$ cat src/rtl/sync_serial_pkg.sv
// Purpose: constants for the synchronous serial transceiver
// Assumes: plain register port, byte-wide registers
// Notes: offsets are register indices on the plain port
package sync_serial_pkg;
    localparam logic [2:0] ADDR_BAUD_CONTROL = 3'h0;
    localparam logic [2:0] ADDR_RECEIVE_STATUS = 3'h1;
    localparam logic [2:0] ADDR_DIVISOR_LOW = 3'h2;
    localparam logic [2:0] ADDR_DIVISOR_HIGH = 3'h3;
    localparam logic [2:0] ADDR_TRANSMIT_DATA = 3'h4;
    localparam logic [2:0] ADDR_TRANSMIT_STATUS = 3'h5;
    localparam logic [2:0] ADDR_RECEIVE_DATA = 3'h6;
    // receive_status_control fields
    localparam int RS_PORT_ENABLE = 7;
    localparam int RS_NINTH_ENABLE = 6;
    localparam int RS_SINGLE = 5;
    localparam int RS_CONTINUOUS = 4;
    localparam int RS_OVERRUN = 1;
    localparam int RS_NINTH_BIT = 0;
    // transmit_status_control fields
    localparam int TS_MASTER = 7;
    localparam int TS_NINTH_ENABLE = 6;
    localparam int TS_ENABLE = 5;
    localparam int TS_SYNC = 4;
    localparam int TS_HIGH_SPEED = 2;
    localparam int TS_SHIFTER_EMPTY = 1;
    localparam int TS_NINTH_BIT = 0;
    // baud_control_bits fields
    localparam int BC_RECEIVE_IDLE = 6;
    localparam int BC_POLARITY = 4;
    localparam int BC_WIDE = 3;
    // reset and read-back values, character lengths and FIFO depth
    localparam logic [7:0] RESET_BYTE = 8'h00;
    localparam logic [7:0] RESET_TRANSMIT_STATUS = 8'h02;
    localparam logic [3:0] BITS_NARROW = 4'h8;
    localparam logic [3:0] BITS_WIDE = 4'h9;
    localparam int FIFO_DEPTH = 2;
endpackage

$ cat src/rtl/sync_serial_master_txrx.sv
// Purpose: synchronous half-duplex serial transceiver, master and slave
// Assumes: one system clock, link pins sampled through two flip-flops
// Notes: clearing the port enable resets the serial engine state
`timescale 1ns/100ps

module sync_serial_master_txrx #(
    parameter int DIVISOR_WIDTH = 16
) (
    input wire logic sys_clk,
    input wire logic reset,
    input wire logic [2:0] reg_addr,
    input wire logic [7:0] reg_wdata,
    input wire logic reg_write,
    input wire logic reg_read,
    output logic [7:0] reg_rdata,
    input wire logic serial_data_pin_in,
    output logic serial_data_pin_out,
    output logic serial_data_pin_oe,
    input wire logic serial_clock_pin_in,
    output logic serial_clock_pin_out,
    output logic serial_clock_pin_oe,
    output logic receive_ready_flag,
    output logic transmit_empty_flag
);
    typedef enum logic [1:0] {IDLE, TX, RX} phase_t;

    // ------------------------------------------------------------
    // registers
    // ------------------------------------------------------------
    logic [7:0] baud_control_bits;
    logic [7:0] receive_status_control;
    logic [7:0] baud_divisor_low;
    logic [7:0] baud_divisor_high;
    logic [7:0] transmit_holding_data;
    logic [7:0] transmit_status_control;
    logic holding_full;
    logic holding_ninth;
    phase_t phase;
    logic [8:0] transmit_shifter;
    logic [8:0] receive_shifter;
    logic [3:0] bit_count;
    logic [DIVISOR_WIDTH-1:0] baud_count;
    logic clock_level;
    localparam int FIFO_DEPTH_L = sync_serial_pkg::FIFO_DEPTH;
    logic [8:0] fifo_mem [FIFO_DEPTH_L];
    logic rd_ptr;
    logic wr_ptr;
    logic [1:0] fifo_count;
    logic [2:0] pin_clock_sync;
    logic [1:0] pin_data_sync;
    logic overrun_single;

    // ------------------------------------------------------------
    // decode
    // ------------------------------------------------------------
    function automatic logic hit(input logic strobe, input logic [2:0] a, input logic [2:0] r);
        hit = strobe && (a == r);
    endfunction

    wire port_on = receive_status_control[sync_serial_pkg::RS_PORT_ENABLE];
    wire master = transmit_status_control[sync_serial_pkg::TS_MASTER];
    wire sync_mode = transmit_status_control[sync_serial_pkg::TS_SYNC];
    wire tx_on = transmit_status_control[sync_serial_pkg::TS_ENABLE];
    wire single_rx = receive_status_control[sync_serial_pkg::RS_SINGLE];
    wire cont_rx = receive_status_control[sync_serial_pkg::RS_CONTINUOUS];
    wire rx_ninth = receive_status_control[sync_serial_pkg::RS_NINTH_ENABLE];
    wire tx_ninth = transmit_status_control[sync_serial_pkg::TS_NINTH_ENABLE];
    wire polarity = baud_control_bits[sync_serial_pkg::BC_POLARITY];
    wire overrun = receive_status_control[sync_serial_pkg::RS_OVERRUN];
    wire active = port_on && sync_mode;
    wire rx_mode = active && (single_rx || cont_rx);
    wire wr_hold = hit(reg_write, reg_addr, sync_serial_pkg::ADDR_TRANSMIT_DATA);
    wire wr_rstat = hit(reg_write, reg_addr, sync_serial_pkg::ADDR_RECEIVE_STATUS);
    wire rd_data = hit(reg_read, reg_addr, sync_serial_pkg::ADDR_RECEIVE_DATA);
    wire [3:0] char_bits_rx = rx_ninth ? sync_serial_pkg::BITS_WIDE : sync_serial_pkg::BITS_NARROW;
    wire [3:0] char_bits_tx = tx_ninth ? sync_serial_pkg::BITS_WIDE : sync_serial_pkg::BITS_NARROW;
    wire [DIVISOR_WIDTH-1:0] divisor = DIVISOR_WIDTH'({baud_divisor_high, baud_divisor_low});
    wire tick = (baud_count == '0);
    // slave clock edges; idle level is the polarity bit
    wire pin_rise = pin_clock_sync[1] && !pin_clock_sync[2];
    wire pin_fall = !pin_clock_sync[1] && pin_clock_sync[2];
    wire lead_edge = master ? (tick && clock_level == polarity) : (polarity ? pin_fall : pin_rise);
    wire trail_edge = master ? (tick && clock_level != polarity) : (polarity ? pin_rise : pin_fall);
    wire load_tx = active && tx_on && !rx_mode && phase == IDLE && holding_full;
    wire rx_start = rx_mode && phase == IDLE && !overrun;
    wire last_tx = phase == TX && trail_edge && bit_count == char_bits_tx - 4'h1;
    wire last_rx = phase == RX && trail_edge && bit_count == char_bits_rx - 4'h1;
    wire fifo_full = fifo_count == 2'(FIFO_DEPTH_L);
    wire push = last_rx && !fifo_full;
    wire lost = last_rx && fifo_full;
    wire pop = rd_data && fifo_count != 2'h0;
    wire [8:0] top = fifo_mem[rd_ptr];
    wire abort = phase == RX && !rx_mode;

    // ------------------------------------------------------------
    // link input synchronisers
    // ------------------------------------------------------------
    always_ff @(posedge sys_clk)
    begin
        pin_clock_sync <= {pin_clock_sync[1:0], serial_clock_pin_in};
        pin_data_sync <= {pin_data_sync[0], serial_data_pin_in};
    end

    // ------------------------------------------------------------
    // register writes and self-clearing bits
    // ------------------------------------------------------------
    always_ff @(posedge sys_clk)
    begin
        if (reset)
        begin
            baud_control_bits <= sync_serial_pkg::RESET_BYTE;
            receive_status_control <= sync_serial_pkg::RESET_BYTE;
            baud_divisor_low <= sync_serial_pkg::RESET_BYTE;
            baud_divisor_high <= sync_serial_pkg::RESET_BYTE;
            transmit_status_control <= sync_serial_pkg::RESET_BYTE;
            overrun_single <= 1'b0;
        end
        else
        begin
            if (hit(reg_write, reg_addr, sync_serial_pkg::ADDR_BAUD_CONTROL))
                baud_control_bits <= reg_wdata & 8'h18;
            if (hit(reg_write, reg_addr, sync_serial_pkg::ADDR_DIVISOR_LOW))
                baud_divisor_low <= reg_wdata;
            if (hit(reg_write, reg_addr, sync_serial_pkg::ADDR_DIVISOR_HIGH))
                baud_divisor_high <= reg_wdata;
            if (hit(reg_write, reg_addr, sync_serial_pkg::ADDR_TRANSMIT_STATUS))
                transmit_status_control <= reg_wdata & 8'hF5;
            if (wr_rstat)
                receive_status_control[7:4] <= reg_wdata[7:4];
            // single bit clears after one character
            if (last_rx && single_rx)
                receive_status_control[sync_serial_pkg::RS_SINGLE] <= 1'b0;
            // set wins over clear; remember the mode it came in
            if (lost)
            begin
                receive_status_control[sync_serial_pkg::RS_OVERRUN] <= 1'b1;
                overrun_single <= !cont_rx;
            end
            // single mode clears on data read, continuous on enable drop
            else if (!port_on || (overrun_single ? rd_data : !cont_rx))
                receive_status_control[sync_serial_pkg::RS_OVERRUN] <= 1'b0;
            receive_status_control[3:2] <= 2'h0;
            // ninth bit of oldest unread character
            receive_status_control[sync_serial_pkg::RS_NINTH_BIT] <= top[8];
        end
    end

    // ------------------------------------------------------------
    // transmit holding register
    // ------------------------------------------------------------
    always_ff @(posedge sys_clk)
    begin
        if (reset || !port_on)
        begin
            transmit_holding_data <= sync_serial_pkg::RESET_BYTE;
            holding_full <= 1'b0;
            holding_ninth <= 1'b0;
        end
        else if (wr_hold)
        begin
            transmit_holding_data <= reg_wdata;
            holding_ninth <= transmit_status_control[sync_serial_pkg::TS_NINTH_BIT];
            holding_full <= 1'b1;
        end
        else if (load_tx)
            holding_full <= 1'b0;
    end

    // ------------------------------------------------------------
    // baud divider and master clock
    // ------------------------------------------------------------
    always_ff @(posedge sys_clk)
    begin
        if (reset || phase == IDLE || abort || !master)
        begin
            baud_count <= divisor;
            clock_level <= polarity;
        end
        else if (tick)
        begin
            baud_count <= divisor;
            clock_level <= !clock_level;
        end
        else
            baud_count <= baud_count - 1'b1;
    end

    // ------------------------------------------------------------
    // shift engine
    // ------------------------------------------------------------
    always_ff @(posedge sys_clk)
    begin
        if (reset || !port_on || abort)
        begin
            phase <= IDLE;
            bit_count <= 4'h0;
            transmit_shifter <= 9'h000;
            receive_shifter <= 9'h000;
        end
        else
        begin
            case (phase)
                IDLE:
                begin
                    bit_count <= 4'h0;
                    if (load_tx)
                    begin
                        transmit_shifter <= {holding_ninth, transmit_holding_data};
                        phase <= TX;
                    end
                    else if (rx_start)
                        phase <= RX;
                end
                TX:
                begin
                    // shift on trailing edge, new bit at next leading edge
                    if (trail_edge)
                    begin
                        transmit_shifter <= {1'b0, transmit_shifter[8:1]};
                        bit_count <= bit_count + 4'h1;
                    end
                    if (last_tx)
                        phase <= IDLE;
                end
                RX:
                begin
                    if (trail_edge)
                    begin
                        receive_shifter <= {pin_data_sync[1], receive_shifter[8:1]};
                        bit_count <= bit_count + 4'h1;
                    end
                    if (last_rx)
                        phase <= IDLE;
                end
                default:
                    phase <= IDLE;
            endcase
        end
    end

    // ------------------------------------------------------------
    // two-deep receive FIFO
    // ------------------------------------------------------------
    wire [8:0] rx_char = rx_ninth ? {pin_data_sync[1], receive_shifter[8:1]}
                                  : {1'b0, pin_data_sync[1], receive_shifter[8:2]};
    always_ff @(posedge sys_clk)
    begin
        if (reset || !port_on)
        begin
            rd_ptr <= 1'b0;
            wr_ptr <= 1'b0;
            fifo_count <= 2'h0;
        end
        else
        begin
            if (push)
            begin
                fifo_mem[wr_ptr] <= rx_char;
                wr_ptr <= !wr_ptr;
            end
            if (pop)
                rd_ptr <= !rd_ptr;
            fifo_count <= fifo_count + {1'b0, push} - {1'b0, pop};
        end
    end

    // ------------------------------------------------------------
    // pins, flags and read data
    // ------------------------------------------------------------
    always_ff @(posedge sys_clk)
    begin
        if (reset)
        begin
            serial_data_pin_out <= 1'b0;
            serial_data_pin_oe <= 1'b0;
            serial_clock_pin_out <= 1'b0;
            serial_clock_pin_oe <= 1'b0;
            receive_ready_flag <= 1'b0;
            transmit_empty_flag <= 1'b0;
            reg_rdata <= 8'h00;
        end
        else
        begin
            // data driver on only for transmit
            serial_data_pin_oe <= active && !rx_mode && tx_on;
            // next bit appears together with the leading clock edge
            if (phase == TX && lead_edge)
                serial_data_pin_out <= transmit_shifter[0];
            serial_clock_pin_oe <= active && master;
            // idle level follows polarity; pin shows the next level
            serial_clock_pin_out <= (phase == IDLE || abort || !master) ? polarity
                                                                        : clock_level ^ tick;
            receive_ready_flag <= (fifo_count + {1'b0, push} - {1'b0, pop}) != 2'h0;
            transmit_empty_flag <= port_on && !holding_full && !wr_hold;
            case (reg_addr)
                sync_serial_pkg::ADDR_BAUD_CONTROL:
                    reg_rdata <= baud_control_bits | {1'b0, phase != RX, 6'h00};
                sync_serial_pkg::ADDR_RECEIVE_STATUS: reg_rdata <= receive_status_control;
                sync_serial_pkg::ADDR_DIVISOR_LOW: reg_rdata <= baud_divisor_low;
                sync_serial_pkg::ADDR_DIVISOR_HIGH: reg_rdata <= baud_divisor_high;
                sync_serial_pkg::ADDR_TRANSMIT_STATUS:
                    reg_rdata <= transmit_status_control | {6'h00, phase != TX, 1'b0};
                sync_serial_pkg::ADDR_RECEIVE_DATA: reg_rdata <= top[7:0];
                default: reg_rdata <= 8'h00;
            endcase
            if (!reg_read)
                reg_rdata <= 8'h00;
        end
    end

    // ------------------------------------------------------------
    // checks
    // ------------------------------------------------------------
    // overrun keeps FIFO
    chk_overrun_keeps_fifo: assert property (@(posedge sys_clk) disable iff (reset)
        lost |=> overrun && fifo_count == 2'h2 - 2'($past(pop)))
        else $error("overrun lost FIFO state");
    chk_ready_tracks_fifo: assert property (@(posedge sys_clk) disable iff (reset)
        fifo_count != 2'h0 |=> receive_ready_flag || $past(pop))
        else $error("ready flag dropped with data");
    chk_single_clears: assert property (@(posedge sys_clk) disable iff (reset)
        (last_rx && single_rx) |=> !single_rx)
        else $error("single receive not cleared");
    chk_abort_idle: assert property (@(posedge sys_clk) disable iff (reset)
        abort |=> phase == IDLE)
        else $error("abort did not stop");
    chk_rx_driver_off: assert property (@(posedge sys_clk) disable iff (reset)
        rx_mode |=> !serial_data_pin_oe)
        else $error("data driver on in receive");
    chk_load_at_once: assert property (@(posedge sys_clk) disable iff (reset)
        load_tx |=> phase == TX && !holding_full)
        else $error("holding not loaded");
    chk_hold_waits: assert property (@(posedge sys_clk) disable iff (reset)
        (phase == TX && holding_full && !last_tx && port_on) |=> holding_full)
        else $error("holding lost while busy");
    chk_blocked_overrun: assert property (@(posedge sys_clk) disable iff (reset)
        (overrun && phase == IDLE) |=> phase != RX)
        else $error("receive started under overrun");
endmodule

$ cat config.mk
export PLATFORM = sky130hd
export DESIGN_NAME = sync_serial_master_txrx
export DESIGN_NICKNAME = d
export VERILOG_FILES = /design/src/rtl/sync_serial_pkg.sv /design/src/rtl/sync_serial_master_txrx.sv
export SDC_FILE = /design/constraint.sdc
export NUM_CORES = 1
export LEC_CHECK = 0
export BUFFER_PORTS_ARGS = -buffer_cell sky130_fd_sc_hd__buf_2
export CAP_MARGIN = 40
export CORE_ASPECT_RATIO = 1.2
export CORE_MARGIN = 2
export CORE_UTILIZATION = 54
export CTS_CLUSTER_DIAMETER = 60
export DETAILED_ROUTE_END_ITERATION = 6
export PLACE_DENSITY = 0.84
export SETUP_SLACK_MARGIN = 0.02
export SLEW_MARGIN = 20
export SYNTH_ARGS = -nofsm -noshare
export SYNTH_HDL_FRONTEND = slang
export SYNTH_SLANG_ARGS = --single-unit
$ cat constraint.sdc
create_clock -name sys_clk -period 2.96 [get_ports sys_clk]
set_input_delay 0 -clock sys_clk [delete_from_list [all_inputs] [get_ports sys_clk]]
set_output_delay 0 -clock sys_clk [all_outputs]
set_load 0.02 [all_outputs]
Yosys cells after proc, flatten, opt, wreduce, memory -nomap -nowiden
Memories as Yosys holds them, arrays and structs flattened. A register that Yosys moved wholly into a read port is not among the register bits.
Cells that the tools add are included.
{"block": "classes", "n_div": 0, "bitwise_logic": 4, "n_shift": 0, "mux": 33, "order_cmp": 0, "addsub": 6, "n_eq_ne": 21, "n_mul": 0, "reduce_logical": 73}
{"op": "8-bit case mux with 6 select lines", "count": 1}
{"op": "1-bit logical AND", "count": 34}
{"op": "16-bit 2-to-1 mux", "count": 2}
{"op": "9-bit 2-to-1 mux", "count": 3}
{"op": "1-bit 2-to-1 mux", "count": 19}
{"op": "9-bit case mux with 2 select lines", "count": 1}
{"op": "16-bit zero test", "count": 1}
{"op": "16-bit by 1-bit subtractor with 16-bit output, second input constant", "count": 1}
{"op": "2-bit nonzero test", "count": 7}
{"op": "1-bit zero test", "count": 13}
{"op": "2-bit != test, second input constant", "count": 5}
{"op": "3-bit equality test, second input constant", "count": 3}
{"op": "1-bit logical OR", "count": 9}
{"op": "4-bit equality test", "count": 2}
{"op": "2-bit 2-to-1 mux", "count": 4}
{"op": "8-bit by 2-bit OR with 8-bit output", "count": 1}
{"op": "4-bit case mux with 2 select lines", "count": 1}
{"op": "4-bit by 1-bit subtractor with 4-bit output, second input constant", "count": 2}
{"op": "5-bit by 7-bit OR with 7-bit output", "count": 1}
{"op": "3-bit by 2-bit equality test with 1-bit output, second input constant", "count": 2}
{"op": "2-bit case mux with 3 select lines", "count": 1}
{"op": "3-bit AND reduction", "count": 2}
{"op": "2-bit OR reduction", "count": 3}
{"op": "4-bit by 1-bit adder with 4-bit output, second input constant", "count": 1}
{"op": "other kinds (15)", "count": 18}
{"block": "word_totals", "memories": 1, "mem_bits_ro": 0, "output_inout_bits": 14, "latchBits": 0, "ff_bits": 107, "ram_bits": 18, "word_cells": 169, "in_bits": 17}
{"memory": "fifo_mem", "depth": 2, "width": 9, "rd": 1, "rd_clocked_by_memory_dff": 1, "write_ports": 1, "line_no": "sync_serial_master_txrx.sv:45", "text": "logic [8:0] fifo_mem [FIFO_DEPTH_L];"}

Depth between registers and ports, before layout
{"block": "logic_depth", "word_depth": 10, "mapped_depth": 13, "mapped_depth_nobuf": 12}

Worst setup path after synthesis
OpenSTA, ideal clock, no wires.
{"block": "synth_path", "path_kind": "flip-flop to flip-flop", "startpoint": "register baud_count[0]", "endpoint": "memory fifo_mem[0][0], enable pin", "required_ns": 2.573, "slack_ns": -0.123, "n_path_buf": 1, "t_arrival_ns": 2.696, "period_less_slack_ns": 3.083, "path_stages_with_launch": 9, "setup_ns": 0.387, "cell_sequence": "dfxtp_1 -> inv_1 -> ha_1 -> or4b_2 -> nor4_4 -> a31o_2 -> buf_2 -> nand4b_1 -> nor3_1"}
{"block": "synth_between", "elab_chain_cells": 9}
{"item": "start, declared", "line_no": "sync_serial_master_txrx.sv:42", "text": "logic [DIVISOR_WIDTH-1:0] baud_count;"}
{"item": "start signal, assigned", "line_no": "sync_serial_master_txrx.sv:176", "text": "baud_count <= divisor;"}
{"item": "start signal, assigned", "line_no": "sync_serial_master_txrx.sv:181", "text": "baud_count <= divisor;"}
{"item": "start signal, assigned", "line_no": "sync_serial_master_txrx.sv:185", "text": "baud_count <= baud_count - 1'b1;"}
{"item": "16-bit zero test", "line_no": "sync_serial_master_txrx.sv:78", "text": "wire tick = (baud_count == '0);"}
{"item": "1-bit logical AND", "line_no": "sync_serial_master_txrx.sv:83", "text": "wire trail_edge = master ? (tick && clock_level != polarity) : (polarity ? pin_rise : pin_fall);"}
{"item": "1-bit 2-to-1 mux", "line_no": "sync_serial_master_txrx.sv:83"}
{"item": "1-bit logical AND (2 in a row)", "line_no": "sync_serial_master_txrx.sv:87", "text": "wire last_rx = phase == RX && trail_edge && bit_count == char_bits_rx - 4'h1;"}
{"item": "1-bit logical AND", "line_no": "sync_serial_master_txrx.sv:89", "text": "wire push = last_rx && !fifo_full;"}
{"item": "1-bit 2-to-1 mux", "line_no": "sync_serial_master_txrx.sv:256", "text": "if (push)"}
{"item": "1-bit 2-to-1 mux", "line_no": "sync_serial_master_txrx.sv:248", "text": "if (reset || !port_on)"}
{"item": "1-bit 2-to-1 mux (implied by the code)", "line_no": "sync_serial_master_txrx.sv:258", "text": "fifo_mem[wr_ptr] <= rx_char;"}
{"item": "end, declared", "line_no": "sync_serial_master_txrx.sv:45"}
No other way between the ends.

Worst setup path after layout
{"block": "layout_path", "startpoint": "register baud_count[1]", "endpoint": "register receive_ready_flag"}
{"block": "layout_between", "elab_chain_cells": 9}
{"item": "16-bit zero test", "line_no": "sync_serial_master_txrx.sv:78"}
{"item": "1-bit logical AND", "line_no": "sync_serial_master_txrx.sv:83"}
{"item": "1-bit 2-to-1 mux", "line_no": "sync_serial_master_txrx.sv:83"}
{"item": "1-bit logical AND (2 in a row)", "line_no": "sync_serial_master_txrx.sv:87"}
{"item": "1-bit logical AND", "line_no": "sync_serial_master_txrx.sv:89"}
{"item": "2-bit by 1-bit adder with 2-bit output", "line_no": "sync_serial_master_txrx.sv:293", "text": "receive_ready_flag <= (fifo_count + {1'b0, push} - {1'b0, pop}) != 2'h0;"}
{"item": "2-bit by 1-bit subtractor with 2-bit output", "line_no": "sync_serial_master_txrx.sv:293"}
{"item": "2-bit nonzero test", "line_no": "sync_serial_master_txrx.sv:293"}
{"item": "end signal, assigned", "line_no": "sync_serial_master_txrx.sv:278", "text": "receive_ready_flag <= 1'b0;"}
{"item": "end signal, assigned", "line_no": "sync_serial_master_txrx.sv:293"}
{"item": "end, declared", "line_no": "sync_serial_master_txrx.sv:22", "text": "output logic receive_ready_flag,"}
No other way between the ends.
A chain may end at the register's enable or synchronous reset.

==> results.md <==
- Ys Warns: 0
- Slowest cell on the critical path: or4b_4
- Residual DRC: 0
- R2R setup slack: 0.08 ns
- Critical Path Sink Type: register
- First-pass GRT wire length: 19.86 mm
- Gpl congestion: 0.8697
- Wire length per cell: 16.23 µm
- Vias in the first global route: 4301
- Row Count: 39
- Ant diodes: 0
- Synth top area cells: dfxtp_1, edfxtp_1, nand2_1
- Syn nets: 595
- Worst r2r src: baud_count[1]$_DFF_P_
- HPWL Detailed: 8.250 mm
- Cell variety after synth: 60
- HP Class: in2reg
- Worst Setup Path Type: reg2reg
- CTS max path bufs: 2
- Via density: 5.849
- Rel. slew slack: 52.29%
- Cell Area, Placed: 5552 µm²
- DRT Pass-1 Iters: 5
- Leakage power: 2.314 nW
- R2r endpoint: receive_ready_flag$_SDFF_PP0_
- Delay-heaviest family, CP: simple AND/OR/NAND/NOR gates
- Clock Pin Slew Worst Setup and Hold Paths: 0.05 ns
- Power Dens Cells: 634.1 nW/µm²
- Clk_lat worst skew: 0.42 ns
- Pre-CTS setup slack: -0.0005498 ns
- Overflow after GRT: 0
- Number of flops mapped to enable cells by yosys: 19
- Worst-path maximum fanout: 4
- TritonCTS Sinks: 123
- Peak supply drop: 0.5172 mV
- Final Cycle Share: 97.33%
- Non-Filler Cell Area, Final: 6322 µm²
- Most used DFF post-synth: dfxtp_1
- Synthesized cell area: 5294 µm²
- Final Slew Violations: 0
- Largest net degree at the start of global routing: 39
- Via Count: 4375
- PortBufs: 30
- RSZ-0062 raised after global routing: yes
- Area of the core: 9515 µm²
- Die W: 94.39 µm
- Worst Path Buf+Inv: 2
- CP startpoint: baud_count[1]$_DFF_P_
- Worst Path Required: 3.23 ns
- Routed Wire Length: 12.14 mm
- Final ANT Viol Nets: 0
- CTS H-tree lvls: 4
- Data arrival time of the critical path: 3.15 ns
- CP startpoint kind: register
- Area of the die: 10610 µm²
- CP Depth: 12
- Maxcap violations: 0
- # IOs: 31
- Share of synthesized registers carrying an async set or reset: 0%
- Hold WS: 0.02765 ns
- Post-Syn Instances: 571
- Post-synth top cells: dfxtp_1, nand2_1, a21oi_1, nor2_1, mux2i_1
- Setup slack after layout: 0.07898 ns
- Worst Max-Slew Pin Slew: 0.7057 ns
- Status: finished, final reports clean
- Initial core utilization: 55.63%
- Post-synthesis register bit count: 123
- Worst setup endpoint: receive_ready_flag$_SDFF_PP0_
- Count leader, synth: dfxtp_1
- Post-synth top area share: 39.33%
- Register area share after synthesis: 50.11%
- Final Skew: 0.005838 ns
- Worst-path cell chain: inv_2, ha_4, or4b_4, nor4_4, a31o_2, nand4b_1, ha_1, inv_1, ha_2, xor2_2, xnor2_2, a21oi_2
- Root buf cell: clkbuf_16
- Share of cells above drive strength 1: 17.12%
- Synth-to-layout area growth: 19.43%
- Final hold viol count: 0
- GRT Util Overall: 24.33%
- Max incr delay on CP: 0.48 ns
- Setup violations, final: 0
- Final net count: 636
- Tmin final: 2.881 ns
- Total power: 0.004009 W
- Worst Reg2Reg Path Length in Cells: 12
- CTS Buf Count: 17
- Initial antenna violation count: 0
- CTS tree: done
- Area leader, netlist: dfxtp_1
- DRT iter0 DRCs: 379
- Chip height: 112.5 µm
- Fmax: 347.1 MHz
- Synthesized area per cell: 9.271 µm²
-- power by group --
| group | switching (W) | total (W) | internal [W] |
|---|---|---|---|
| logic | 0.000123 | 0.000215 | 0.0000922 |
| clock network | 0.000736 | 0.00206 | 0.00133 |
| registers | 0.0000171 | 0.00173 | 0.00171 |
| total | 0.000876 | 0.00401 | 0.00313 |
-- how the worst min path moves through the flow --
| stage | to | cells after the start | startpoint | slack [ns] |
|---|---|---|---|---|
| 2_1_floorplan | pin_clock_sync[0]$_DFF_P_ | 0 | serial_clock_pin_in | 0.03 |
| 5_1_grt | receive_status_control[1]$_SDFFE_PP0P_ | 4 | reg_read | 0.06 |
| 4_1_cts | receive_status_control[1]$_SDFFE_PP0P_ | 4 | reg_read | 0.01 |
| 3_5_place_dp | pin_data_sync[0]$_DFF_P_ | 1 | serial_data_pin_in | 0.10 |
| 6_report | receive_status_control[1]$_SDFFE_PP0P_ | 4 | reg_read | 0.03 |
| 3_3_place_gp | pin_data_sync[0]$_DFF_P_ | 1 | serial_data_pin_in | 0.10 |
-- placed cells by master, fill, tap and decap left out, types with 5 or more instances in the layout --
cell type and instances:
buf_2 30, nor2_1 54, clkbuf_16 18, ha_1 5, buf_4 15, nor2b_1 5, nor3_1 10, a21oi_1 53
mux2i_1 32, a211oi_1 11, nand2b_1 9, dlygate4sd3_1 10, mux2_2 13, dfxtp_1 102, nand3_1 14, nand2_1 92
inv_1 8, edfxtp_1 19, o21ai_0 18, xnor2_1 12, xor2_1 5
-- timing repair --
item / CTS / global route
gates resized for setup: 1 / 11
buffers inserted: 0 / 4
pin swaps: 4 / 7
endpoints found under the setup margin: 1 / 1
hold buffers: 10 / 0
hold endpoints to repair: 37 / 0
-- per-stage QoR --
stage | std cells | TNS [ns] | utilization, %
detailed placement | 702 | -0.0005498 | 58.34
floorplan | 571 | -1.224 | -
CTS | 744 | 0 | 65.72
global placement | 702 | 0 | 58.34
finish | 748 | 0 | 66.44
global route | 748 | -0.04514 | 66.44
-- state kept, by name, summed over array words and instances (netlist names), 3 cells and up, named ones only --
register                 count
baud_count                  16
baud_divisor_high            8
baud_divisor_low             8
bit_count                    4
fifo_mem                    18
pin_clock_sync               3
receive_shifter              8
receive_status_control       6
reg_rdata                    8
transmit_holding_data        8
transmit_shifter             9
transmit_status_control      6
-- layout make-up --
class / count / area, µm²
Tap cell: 123 / 153.9
Multi-Input combinational cell: 405 / 2509
Clock inverter: 10 / 113.9
Sequential cell: 123 / 2658
Fill cell: 732 / 3193
Timing Repair Buffer: 55 / 362.8
Inverter: 10 / 40.04
Clock buffer: 22 / 485.5
-- per-layer routing --
metal | track usage (%) | routed length, µm | up-vias
met1 | 26.88 | 4864 | 2081
met3 | 7.517 | 567 | 46
met4 | 14.01 | 577 | 0
met2 | 40.90 | 6129 | 152
li1 | - | - | 2096
met5 | 0 | 0 | -
-- worst reg2reg max path, delay by kind of cell, from the launching register on --
| family | cells | cell delay (ns) |
|---|---|---|
| buffers and inverters | 2 | 0.11 |
| AND/OR/NAND/NOR | 3 | 0.93 |
| AO/OA/AOI/OAI | 2 | 0.32 |
| XOR/XNOR | 2 | 0.40 |
| flip-flops | 1 | 0.34 |
| adder cells (fa/ha/maj) | 3 | 0.64 |
-- logic make-up (layout without fill, tap and decap cells) --
family | count (synthesis) | count (layout) | share of synthesized area [%]
AND/OR/NAND/NOR | 215 | 215 | 18.84
flip-flops | 123 | 123 | 50.11
AO/OA/AOI/OAI | 119 | 119 | 14.23
multiplexers | 45 | 45 | 8.816
buffers and inverters | 43 | 97 | 3.214
XOR/XNOR | 19 | 19 | 3.143
adder cells (fa/ha/maj) | 7 | 7 | 1.654
No activity file was read; power rests on OpenSTA's default activity.
